==> config.mk <==
export PLATFORM = sky130hd
export DESIGN_NAME = brps_top
export DESIGN_NICKNAME = d
export VERILOG_FILES = /design/src/design/brps_top.v
export VERILOG_INCLUDE_DIRS = /design/src /design/src/design
export SDC_FILE = /design/constraint.sdc
export NUM_CORES = 1
export LEC_CHECK = 0
export CELL_PAD_IN_SITES_DETAIL_PLACEMENT = 2
export CELL_PAD_IN_SITES_GLOBAL_PLACEMENT = 2
export CORE_AREA = 2 2 121 123
export DETAILED_ROUTE_END_ITERATION = 8
export DIE_AREA = 0 0 123 125
export DONT_BUFFER_PORTS = 1
export GPL_ROUTABILITY_DRIVEN = 1
export PLACE_DENSITY = 0.82
export SLEW_MARGIN = 20
export SYNTH_ARGS = -nofsm -noshare
export SYNTH_HDL_FRONTEND = slang
export SYNTH_SLANG_ARGS = --single-unit
==> constraint.sdc <==
create_clock -name sys_clk -period 4.5 [get_ports sys_clk]
set_input_delay 0.225 -clock sys_clk [delete_from_list [all_inputs] [get_ports sys_clk]]
set_output_delay 0.225 -clock sys_clk [all_outputs]
set_load 0.05 [all_outputs]
==> src/design/brps_consts.vh <==
`ifndef BRPS_CONSTS_VH
`define BRPS_CONSTS_VH

// ==========================================================
// Register map (byte addresses on the register bus)
`define BRPS_CTRL_OFS      4'h0
`define BRPS_OFFSET_OFS    4'h4

// ==========================================================
// Control register fields
`define BRPS_RD_CMD_BIT    14
`define BRPS_WR_CMD_BIT    13
`define BRPS_ROM_SEL_BIT   12
`define BRPS_BUSY_BIT      31
`define BRPS_SDIN_BIT      3
`define BRPS_SDOUT_BIT     2
`define BRPS_SCLK_BIT      1
`define BRPS_SCS_BIT       0
`define BRPS_CTRL_RST      32'h00000000
`define BRPS_OFFSET_RST    18'h00000
`define BRPS_ADDR_W        18

// ==========================================================
// Timing
`define BRPS_CLK_NS        10
`define BRPS_ROM_ACC_NS    120
`define BRPS_ACC_CYC       ((`BRPS_ROM_ACC_NS + `BRPS_CLK_NS - 1) / `BRPS_CLK_NS)

`endif

==> src/design/brps_top.v <==
// Operation
// - First phase drives address 7:2, oe/we levels, A17, raises latch enable.
// - Latch enable drops, then A15:8 and A16 driven, latch enable raised.
// - Byte read drives A1:A0, asserts chip enable, captures byte, releases enable.
// - Byte write drives A1:A0 and data under chip enable, then releases.
// - Expansion ROM read starts dword fetch; ready only after all steps.
// - Dword fetches bytes 3,2,1,0 with low lines 11,10,01,00.
// - Four bytes assembled into one word, driven with target ready.
// - ROM port covers 256KB with an 18-bit byte address.
// - Control bits 3..0 are serial data in, data out, clock, select while ROM select is clear.
`timescale 1ns/1ps
`include "brps_consts.vh"

module brps_top (
  input  wire        sys_clk,
  input  wire        rstn,
  input  wire [3:0]  avs_address,
  input  wire        avs_read,
  input  wire        avs_write,
  input  wire [31:0] avs_writedata,
  input  wire [3:0]  avs_byteenable,
  output wire [31:0] avs_readdata,
  output wire        avs_waitrequest,
  input  wire        exp_rd_req,
  input  wire [17:0] exp_rd_addr,
  output wire [31:0] exp_rd_data,
  output wire        exp_trdy,
  input  wire [7:0]  rom_muxed_data_lines_in,
  output wire [7:0]  rom_muxed_data_lines_out,
  output wire        rom_muxed_data_lines_oe,
  output wire [1:0]  rom_low_address_lines,
  output wire        rom_chip_enable_n,
  input  wire        srom_data_from_rom,
  output wire        srom_data_to_rom,
  output wire        srom_clk,
  output wire        srom_cs
);

  // ==========================================================
  // Constants and states
  // Byte is read through the pin synchroniser, so it shows the pins two clocks earlier
  localparam integer ACC_LAST_I = `BRPS_ACC_CYC - 1;
  localparam [3:0]   ACC_LAST   = ACC_LAST_I[3:0];
  // One-hot sequencer states
  localparam [5:0] ST_IDLE  = 6'h01;
  localparam [5:0] ST_LAT1  = 6'h02;
  localparam [5:0] ST_LATLO = 6'h04;
  localparam [5:0] ST_LAT2  = 6'h08;
  localparam [5:0] ST_ACC   = 6'h10;
  localparam [5:0] ST_DONE  = 6'h20;

  // ==========================================================
  // Registers
  reg  [5:0]  state_ff;
  reg  [5:0]  nxt_state;
  reg  [3:0]  cnt_ff;
  reg  [1:0]  byte_ff;
  reg         is_wr_ff;
  reg         is_dw_ff;
  reg  [17:0] addr_ff;
  reg  [7:0]  data_ff;
  reg         rom_sel_ff;
  reg  [2:0]  srom_ff;
  reg  [17:0] offset_ff;
  reg  [31:0] word_ff;
  reg         trdy_ff;
  reg         ack_ff;
  reg  [31:0] rdata_ff;
  reg  [7:0]  rom_in_s1_ff;
  reg  [7:0]  rom_in_s2_ff;
  reg         sdin_s1_ff;
  reg         sdin_s2_ff;

  // ==========================================================
  // Request decode
  wire        busy       = (state_ff != ST_IDLE);
  wire        hit_ctrl   = (avs_address == `BRPS_CTRL_OFS);
  wire        hit_offset = (avs_address == `BRPS_OFFSET_OFS);
  wire        req        = avs_read | avs_write;
  // Control writes stall while a ROM cycle runs so a byte command cannot be lost;
  // a dword request pending in the same cycle stalls them too, otherwise a
  // byte command answered on that edge would find the sequencer busy and be lost
  wire        stall      = avs_write & hit_ctrl & (busy | (exp_rd_req & ~trdy_ff));
  wire        take       = req & ~ack_ff & ~stall;
  wire        wr_ctrl    = ack_ff & avs_write & hit_ctrl;
  wire        byte_rd    = wr_ctrl & avs_byteenable[1] &
                           avs_writedata[`BRPS_ROM_SEL_BIT] &
                           avs_writedata[`BRPS_RD_CMD_BIT];
  wire        byte_wr    = wr_ctrl & avs_byteenable[1] &
                           avs_writedata[`BRPS_ROM_SEL_BIT] &
                           avs_writedata[`BRPS_WR_CMD_BIT] &
                           ~avs_writedata[`BRPS_RD_CMD_BIT];
  wire        byte_start = byte_rd | byte_wr;
  // Byte command wins a tie; the requester just waits longer for ready
  // expansion ROM read starts a dword fetch
  wire        dw_start   = exp_rd_req & ~trdy_ff & ~byte_start;

  assign avs_waitrequest = req & ~ack_ff;
  assign avs_readdata    = rdata_ff;

  // ==========================================================
  // Pin synchronisers
  // Two stages on every pin input; costs two clocks of ROM read latency
  always @(posedge sys_clk or negedge rstn) begin
    if (!rstn) begin
      rom_in_s1_ff <= 8'h00;
      rom_in_s2_ff <= 8'h00;
      sdin_s1_ff   <= 1'b0;
      sdin_s2_ff   <= 1'b0;
    end else begin
      rom_in_s1_ff <= rom_muxed_data_lines_in;
      rom_in_s2_ff <= rom_in_s1_ff;
      sdin_s1_ff   <= srom_data_from_rom;
      sdin_s2_ff   <= sdin_s1_ff;
    end
  end

  // ==========================================================
  // Register bus slave
  // Answer one clock after the request, except stalled control writes
  integer i;
  always @(posedge sys_clk or negedge rstn) begin
    if (!rstn) begin
      ack_ff     <= 1'b0;
      rdata_ff   <= 32'h00000000;
      offset_ff  <= `BRPS_OFFSET_RST;
      rom_sel_ff <= 1'b0;
      srom_ff    <= 3'h0;
    end else begin
      ack_ff <= take;
      if (take && avs_read) begin
        if (hit_ctrl) begin
          rdata_ff <= 32'h00000000;
          rdata_ff[`BRPS_BUSY_BIT]    <= busy;
          rdata_ff[`BRPS_ROM_SEL_BIT] <= rom_sel_ff;
          // serial pins reflected in low bits, or the data byte while ROM select is set
          if (rom_sel_ff)
            rdata_ff[7:0] <= data_ff;
          else
            rdata_ff[7:0] <= {4'h0, sdin_s2_ff, srom_ff};
        end else if (hit_offset) begin
          rdata_ff <= {14'h0000, offset_ff};
        end else begin
          rdata_ff <= 32'h00000000;
        end
      end
      if (ack_ff && avs_write && hit_offset) begin
        for (i = 0; i < `BRPS_ADDR_W; i = i + 1) begin
          if (avs_byteenable[i/8])
            offset_ff[i] <= avs_writedata[i];
        end
      end
      if (wr_ctrl && avs_byteenable[1])
        rom_sel_ff <= avs_writedata[`BRPS_ROM_SEL_BIT];
      if (wr_ctrl && avs_byteenable[0] &&
          !(avs_byteenable[1] && avs_writedata[`BRPS_ROM_SEL_BIT]))
        srom_ff <= avs_writedata[2:0];
    end
  end

  // ==========================================================
  // ROM port sequencer
  // Latch phases take one clock each; the external latches are edge-triggered
  always @* begin
    nxt_state = state_ff;
    case (state_ff)
      ST_IDLE:  if (byte_start || dw_start) nxt_state = ST_LAT1;
      ST_LAT1:  nxt_state = ST_LATLO;
      ST_LATLO: nxt_state = ST_LAT2;
      ST_LAT2:  nxt_state = ST_ACC;
      ST_ACC:   if (cnt_ff == ACC_LAST && (!is_dw_ff || byte_ff == 2'b00))
                  nxt_state = ST_DONE;
      ST_DONE:  nxt_state = ST_IDLE;
      default:  nxt_state = ST_IDLE;
    endcase
  end

  always @(posedge sys_clk or negedge rstn) begin
    if (!rstn) begin
      state_ff <= ST_IDLE;
      cnt_ff   <= 4'h0;
      byte_ff  <= 2'b00;
      is_wr_ff <= 1'b0;
      is_dw_ff <= 1'b0;
      addr_ff  <= 18'h00000;
      data_ff  <= 8'h00;
      word_ff  <= 32'h00000000;
      trdy_ff  <= 1'b0;
    end else begin
      state_ff <= nxt_state;
      trdy_ff  <= 1'b0;
      if (wr_ctrl && avs_byteenable[0] && !busy)
        data_ff <= avs_writedata[7:0];
      if (state_ff == ST_IDLE) begin
        cnt_ff <= 4'h0;
        if (byte_start) begin
          addr_ff  <= offset_ff;
          is_wr_ff <= byte_wr;
          is_dw_ff <= 1'b0;
          byte_ff  <= offset_ff[1:0];
        end else if (dw_start) begin
          addr_ff  <= {exp_rd_addr[17:2], 2'b00};
          is_wr_ff <= 1'b0;
          is_dw_ff <= 1'b1;
          byte_ff  <= 2'b11;
        end
      end
      if (state_ff == ST_ACC) begin
        if (cnt_ff == ACC_LAST) begin
          cnt_ff <= 4'h0;
          if (is_dw_ff) begin
            // bytes placed by lane into one word
            word_ff[byte_ff*8 +: 8] <= rom_in_s2_ff;
            byte_ff <= byte_ff - 2'b01;
          end else if (!is_wr_ff) begin
            data_ff <= rom_in_s2_ff;
          end
        end else begin
          cnt_ff <= cnt_ff + 4'h1;
        end
      end
      // ready only once the word is complete
      if (state_ff == ST_DONE && is_dw_ff)
        trdy_ff <= 1'b1;
    end
  end

  // ==========================================================
  // ROM pin drive
  // Data pins driven only in latch phases and during a write access
  reg [7:0] bus_out;
  reg       bus_oe;
  reg [1:0] low_lines;
  reg       ce_n;
  // Latched control levels: read enables output, write enables write strobe
  wire      oe_lvl_n = is_wr_ff;
  wire      we_lvl_n = ~is_wr_ff;
  always @* begin
    bus_out   = 8'h00;
    bus_oe    = 1'b0;
    low_lines = 2'b00;
    ce_n      = 1'b1;
    case (state_ff)
      // first address group with latch enable high
      ST_LAT1: begin
        bus_out   = {addr_ff[7:2], oe_lvl_n, we_lvl_n};
        bus_oe    = 1'b1;
        low_lines = {1'b1, addr_ff[17]};
      end
      ST_LATLO: begin
        bus_out   = {addr_ff[7:2], oe_lvl_n, we_lvl_n};
        bus_oe    = 1'b1;
        low_lines = {1'b0, addr_ff[17]};
      end
      // second group shifts first into lower latch
      ST_LAT2: begin
        bus_out   = addr_ff[15:8];
        bus_oe    = 1'b1;
        low_lines = {1'b1, addr_ff[16]};
      end
      // Chip enable stays low across the four dword bytes
      // low lines and chip enable
      ST_ACC: begin
        low_lines = byte_ff;
        ce_n      = 1'b0;
        bus_out   = is_wr_ff ? data_ff : 8'h00;
        bus_oe    = is_wr_ff;
      end
      default: begin
        bus_out = 8'h00;
      end
    endcase
  end

  // ==========================================================
  // Output wiring
  assign rom_muxed_data_lines_out = bus_out;
  assign rom_muxed_data_lines_oe  = bus_oe;
  assign rom_low_address_lines    = low_lines;
  assign rom_chip_enable_n        = ce_n;
  assign exp_rd_data              = word_ff;
  assign exp_trdy                 = trdy_ff;
  assign srom_data_to_rom         = srom_ff[2];
  assign srom_clk                 = srom_ff[1];
  assign srom_cs                  = srom_ff[0];

endmodule // brps_top

==> impl_metrics.py, run 1 <==
metrics = {
    "drt": {
        "postRouteAntennaNets": 0,
        "first_iter_violations": 251,
        "via_count": 4379,
        "routed_wl_mm": 19.8,
        "drt_first_pass_iters": 4,
        "vias_per_cell": 5.97,
        "post-route-drc-count": 0,
        "wl_per_cell_um": 27.0,
    },
    "timing": {
        "min_period_ps": 3570,
        "fin_setup_tns_ps": 0,
        "rsz0062_at_grt": "false",
        "drv_slew": 0,
        "hold_viol": 0,
        "slew_headroom_pct": 31.9,
        "fin_ws_ps": 934,
        "clock_skew_ps": 11.5,
        "fin_crit_sh_pct": 79.3,
        "tightestPinTransition_ps": 1010,
        "max_freq_mhz": 280,
        "finalSetupViolCount": 0,
    },
    "worst_setup_path": {
        "critPathCaptureType": "output pin",
        "critPathKind": "flop to output pin",
        "critPathArrivalTime_ps": 3340,
        "crit_path_max_fanout": 18,
        "worstPathRequired_ps": 4280,
        "r2r_cells": 5,
        "start_kind": "flop",
    },
    "global_routing": {
        "grt_pass1_wl_mm": 30.9,
        "first_global_vias": 5132,
        "grt_max_degree": 132,
        "grt_overflow": 0,
        "antenna_found_initial": 0,
        "track_usage_pct": 27.1,
    },
    "layout": {
        "nets": 618,
        "finalNonFillerCells": 733,
        "final_area_um2": 6980,
        "drive_gt1_share_pct": 20.8,
        "fin_util_pct": 49.2,
        "areaGrowthSynthToFinish_pct": 15.3,
        "insertedDiodeCount": 0,
    },
    "logic_synthesis": {
        "ys_ff_latch": 131,
        "synth_top_area_share_pct": 53.7,
        "synth_top_family_by_area": "compound AO/OA/AOI/OAI gates",
        "ys_warn_count": 0,
        "netlist_instances": 518,
        "synthFlopType": "dfrtp_1",
        "synthMuxAreaShare_pct": 11.2,
        "synth_compound_area_share_pct": 18.7,
        "netlist_area_um2": 6060,
        "synth_edf_count": 0,
        "ys_types": 55,
        "avgSynthCellArea_um2": 11.7,
        "yosys.area.top_type": "dfrtp_1",
        "yosys.area_share.simple_pct": 9.06,
        "synthXorXnorAreaFrac_pct": 0.145,
        "synth-seq-area-share_pct": 54.1,
        "synth_fa_ha_area_share_pct": 1.24,
        "synthTopCellsByArea": "dfrtp_1 54%, mux2_2 6.1%, a31o_2 4.9%",
        "async_flop_share_pct": 100,
    },
    "floorplan": {
        "start_util_pct": 42.7,
        "placementRows": 44,
        "io_pins": 153,
        "die_w_um": 123,
        "die_area_um2": 15400,
        "die_h_um": 125,
        "coreArea_um2": 14200,
    },
    "run_status": {
        "status": "completed",
    },
    "clock_tree": {
        "tritoncts": "built",
        "post_cts_resize_count": 0,
        "clk_pin_slew_ps": 60,
        "cts-root-buf": "clkbuf_16",
        "worstSkewPairLatency_ps": 420,
        "clock-sinks": 131,
        "cts_made_buffers": 17,
        "cts_htree_levels": 4,
        "cts_setup_buffers": 0,
        "cts.path.max_buffers": 2,
    },
    "flow_run": {
        "maxCapViolations": 0,
    },
    "placement": {
        "dp_hpwl_mm": 12.3,
        "dp.cells": 675,
        "io_buffers": 0,
        "placed_cell_area_um2": 6120,
        "place_ws_ps": 1460,
        "routabilityCongestion": 0.768,
    },
    "power_and_ir_drop": {
        "pwr_density_cell_nw_per_um2": 511,
        "cellLeakagePower_nw": 3.11,
        "ir_worst_vdd_mv": 0.362,
    },
    "min_path": {
        "min_path_type": "input pin to flop",
        "whs_path_depth": 2,
    },
}
-- sequential cells by signal, indices dropped and copies added (netlist names), 4 cells and up --
register      cells
rom_in_s2_ff      8
offset_ff        18
rom_in_s1_ff      8
cnt_ff            4
state_ff          6
data_ff           8
exp_rd_data      32
avs_readdata     19
addr_ff          16
-- worst paths after layout --
kind                             startpoint  slack, ps                       end
hold / removal             avs_writedata[0]         10                data_ff[0]
setup / recovery                state_ff[5]        930  rom_low_address_lines[1]
setup reg to reg                state_ff[2]       1700           avs_readdata[6]
hold reg to reg             rom_in_s1_ff[7]        350           rom_in_s2_ff[7]
max in group asynchronous              rstn       3520               addr_ff[11]
min in group asynchronous              rstn        430            exp_rd_data[1]
-- report_power, final --
part	total [mW]	internal (mW)	switching [mW]	leakage (nW)
Clock	1.32	0.828	0.493	0.268
Combinational	0.727	0.206	0.521	1.17
Sequential	1.52	1.33	0.184	1.67
-- critical path: stages (launching register included) --
cell and delay, ps:
dfrtp_1 430, nor4b_2 450, and2_1 620, inv_1 500
o21ai_1 920
-- cell type report --
cell class | count | area, um2
clock inverters | 6 | 82.6
clock buffers | 22 | 464
inverters | 19 | 71.3
multi-input cells | 336 | 2500
flip-flops and latches | 131 | 3280
repair buffers | 35 | 357
well taps | 184 | 230
fillers | 1382 | 7220
-- through the flow --
step | hold slack [ps] | power (mW)
3_5_place_dp | -64.5 | 2.16
3_3_place_gp | -59.7 | 2.12
6_report | 10.6 | 3.57
5_1_grt | 19.4 | 3.71
4_1_cts | 0.0565 | 3.55
2_1_floorplan | -70.6 | 2.00
-- layout by cell type (no fill, tap or decap), types with 6 or more instances in the layout --
cell	count
a31o_2	34
nor2_1	20
dlygate4sd3_1	28
o21ai_0	14
a31oi_1	23
a21oi_1	20
a32oi_1	7
mux2i_1	29
ha_1	6
nand2_1	33
mux2_2	33
dfrtp_1	130
inv_1	19
nand3_1	9
conb_1	13
clkbuf_16	17
a21boi_0	28
-- synth_stat cells, types with 3 or more instances --
master    number
nand3_1        9
mux2i_1       29
buf_6          3
or4_1          3
mux2_2        33
o21ai_0       16
a31o_2        34
nor3b_1        5
dfrtp_1      130
nor3_1         4
buf_4         14
and2_1         5
a21boi_1       4
nor2_1        21
a31oi_1       23
a32oi_1        7
clkbuf_1      19
nand4_1        4
nand2_1       33
a21oi_1       20
a21boi_0      28
ha_1           6
inv_1         19
buf_2          6
a22o_1         5
a32o_1         4
-- what timing repair did --
action | in CTS | in global routing
hold buffers | 29 | 0
endpoints found under the hold margin | 166 | 0
endpoints found under the setup margin | 0 | 0
-- metal layers --
layer | wire length (um) | track usage (%) | vias to the layer above
met5 | 0 | 0 | -
met4 | 824 | 13.9 | 0
met3 | 1190 | 6.98 | 51
met2 | 10000 | 45.4 | 154
met1 | 7720 | 31.9 | 2262
li1 | - | - | 1912
-- logic make-up after synthesis --
logic type,count (synthesis)
adders and majority gates,6
and+or+nand+nor,101
DFF,131
AOI/OAI and AO/OA,152
other,1
xor gates and xnor gates,1
muxes,63
buffers and inverters,63
Note: power is estimated with default switching activity, not from simulation.
==> run 2: changes to the inputs <==
CORE_AREA = 2 2 125 127   (was 2 2 121 123)
DIE_AREA = 0 0 127 129   (was 0 0 123 125)
PLACE_DENSITY = 0.78   (was 0.82)
clock period = 3.4 ns   (was 4.5 ns; I/O delays follow)
==> run 2 against run 1 <==
Register-to-register slack got worse by 740 ps. Clock power increased by 29%. Final cell count increased by 3.3%. Global-route usage decreased by 2.3 points.
==> impl_metrics.py, run 2 (synthesized netlist as in run 1, its figures left out) <==
metrics = {
    "worst_setup_path": {
        "critPathKind": "flop to output pin",
        "critPathArrivalTime_ps": 2830,
        "cp_slowest_cell": "o32ai_2",
        "path_cells": "or4_4 > o32ai_2 > a32oi_1 > nand2_1",
        "start_kind": "flop",
        "worstPathRequired_ps": 3230,
        "crit_path_max_fanout": 10,
        "slowest_delay_ps": 660,
        "critPathCaptureType": "output pin",
    },
    "layout": {
        "insertedDiodeCount": 0,
        "mostFrequentLayoutCells": "130 x dfrtp_1, 38 x dlygate4sd3_1, 34 x a31o_2, 33 x nand2_1, 33 x mux2_2",
        "finalNonFillerCells": 757,
        "final_common_cell": "dfrtp_1",
        "drive_gt1_share_pct": 21.3,
        "areaGrowthSynthToFinish_pct": 17.4,
        "largest_reg_flops": 32,
        "n_fill_cell": 1469,
        "nets": 634,
    },
    "power_and_ir_drop": {
        "pwr_density_cell_nw_per_um2": 661,
        "cellLeakagePower_nw": 3.17,
        "ir_worst_vdd_mv": 0.389,
    },
    "clock_tree": {
        "cts_setup_buffers": 0,
        "cts-root-buf": "clkbuf_16",
        "cts.path.max_buffers": 2,
        "cts_htree_levels": 4,
        "clock-sinks": 131,
        "clk_pin_slew_ps": 60,
        "tritoncts": "built",
        "post_cts_resize_count": 0,
        "worstSkewPairLatency_ps": 430,
        "cts_made_buffers": 17,
    },
    "placement": {
        "dp.cells": 686,
        "routabilityCongestion": 0.776,
        "dp_hpwl_mm": 12.0,
        "io_buffers": 0,
    },
    "timing": {
        "hold_slack_ps": 3.98,
        "finalSetupViolCount": 0,
        "slew_headroom_pct": 34.5,
        "hold_viol": 0,
        "max_freq_mhz": 334,
        "fin_setup_tns_ps": 0,
        "rsz0062_at_grt": "false",
        "drv_slew": 0,
        "min_period_ps": 3000,
        "fin_crit_sh_pct": 88.1,
        "tightestPinTransition_ps": 981,
        "clock_skew_ps": 16.5,
    },
    "floorplan": {
        "placementRows": 45,
        "io_pins": 153,
        "start_util_pct": 40.5,
        "die_area_um2": 16400,
        "coreArea_um2": 15000,
        "die_h_um": 129,
        "die_w_um": 127,
    },
    "drt": {
        "postRouteAntennaNets": 0,
        "vias_per_cell": 5.93,
        "wl_per_cell_um": 26.1,
        "first_iter_violations": 330,
        "routed_wl_mm": 19.7,
        "via_count": 4487,
        "post-route-drc-count": 0,
        "drt_first_pass_iters": 4,
    },
    "global_routing": {
        "grt_max_degree": 132,
        "grt_overflow": 0,
        "grt_pass1_wl_mm": 30.6,
        "first_global_vias": 5159,
        "grtUsageMet2_pct": 43.0,
        "antenna_found_initial": 0,
        "track_usage_pct": 24.8,
        "grt-busiest-layer": "met2",
        "gr-usage-met1_pct": 29.2,
        "met3_usage_pct": 6.86,
    },
    "min_path": {
        "min_path_type": "input pin to flop",
    },
    "run_status": {
        "status": "completed",
    },
    "flow_run": {
        "maxCapViolations": 0,
    },
}
[run 2: changes by cell type in the layout (fill, tap and decap cells not counted), sizes merged]
cell | previous run | this run
inv | 19 | 20
buf | 7 | 13
bufinv | 2 | 1
clkinv | 3 | 7
dlygate4sd3 | 28 | 38
[run 2: routing by layer]
layer	wire length, um	share of wire (%)
met2	10100	51
met4	529	2.7
met3	1140	5.8
met1	8000	40
met5	0	0
[run 2: final timing paths]
kind,from,slack [ps],cells past startpoint,endpoint
worst min register to register,sdin_s1_ff,350,0,sdin_s2_ff
worst max register to register,ack_ff,960,5,addr_ff[16]
max in group asynchronous,rstn,2410,2,exp_rd_data[22]
worst min-delay path,exp_rd_addr[15],4,2,addr_ff[15]
worst max-delay path,state_ff[2],400,4,rom_muxed_data_lines_out[5]
min in group asynchronous,rstn,390,2,state_ff[3]
[run 2: critical path: cells and delay by family, from the launching register on]
kind | cells | cell delay, ps
AND/OR/NAND/NOR | 2 | 1060
AO/OA/AOI/OAI | 2 | 930
flip-flops | 1 | 420
[run 2: report_power, final]
| group | internal [mW] | switching [mW] |
|---|---|---|
| Clock | 1.00 | 0.704 |
| Sequential | 1.76 | 0.250 |
| Combinational | 0.305 | 0.681 |
| Total | 3.07 | 1.64 |
[run 2: cell type report]
cell class                 count  area (um2)  share of cell area, %
tap                          188         235                   3.31
inverter                      19        71.3                   1.00
multi-input combinational    336        2500                   35.1
clock buffer                  22         444                   6.25
sequential                   131        3280                   46.1
timing repair buffer          51         498                   7.00
clock inverter                10        85.1                   1.20
[run 2: what timing repair did]
| item | in CTS | in global routing |
|---|---|---|
| setup endpoints to repair | 0 | 0 |
| hold buffers | 39 | 0 |
| hold endpoints to repair | 177 | 0 |
[run 2: metrics by stage]
| step | utilization (%) | setup WS (ps) | area [um2] | power, mW |
|---|---|---|---|---|
| after global placement | 41.2 | 940 | 6170 | 2.84 |
| after global routing | 47.5 | 258 | 7110 | 4.88 |
| after floorplan | - | 638 | 6100 | 2.65 |
| final | 47.5 | 405 | 7110 | 4.70 |
| after CTS | 47.5 | 392 | 7110 | 4.68 |
| after detailed placement | 41.2 | 906 | 6170 | 2.90 |
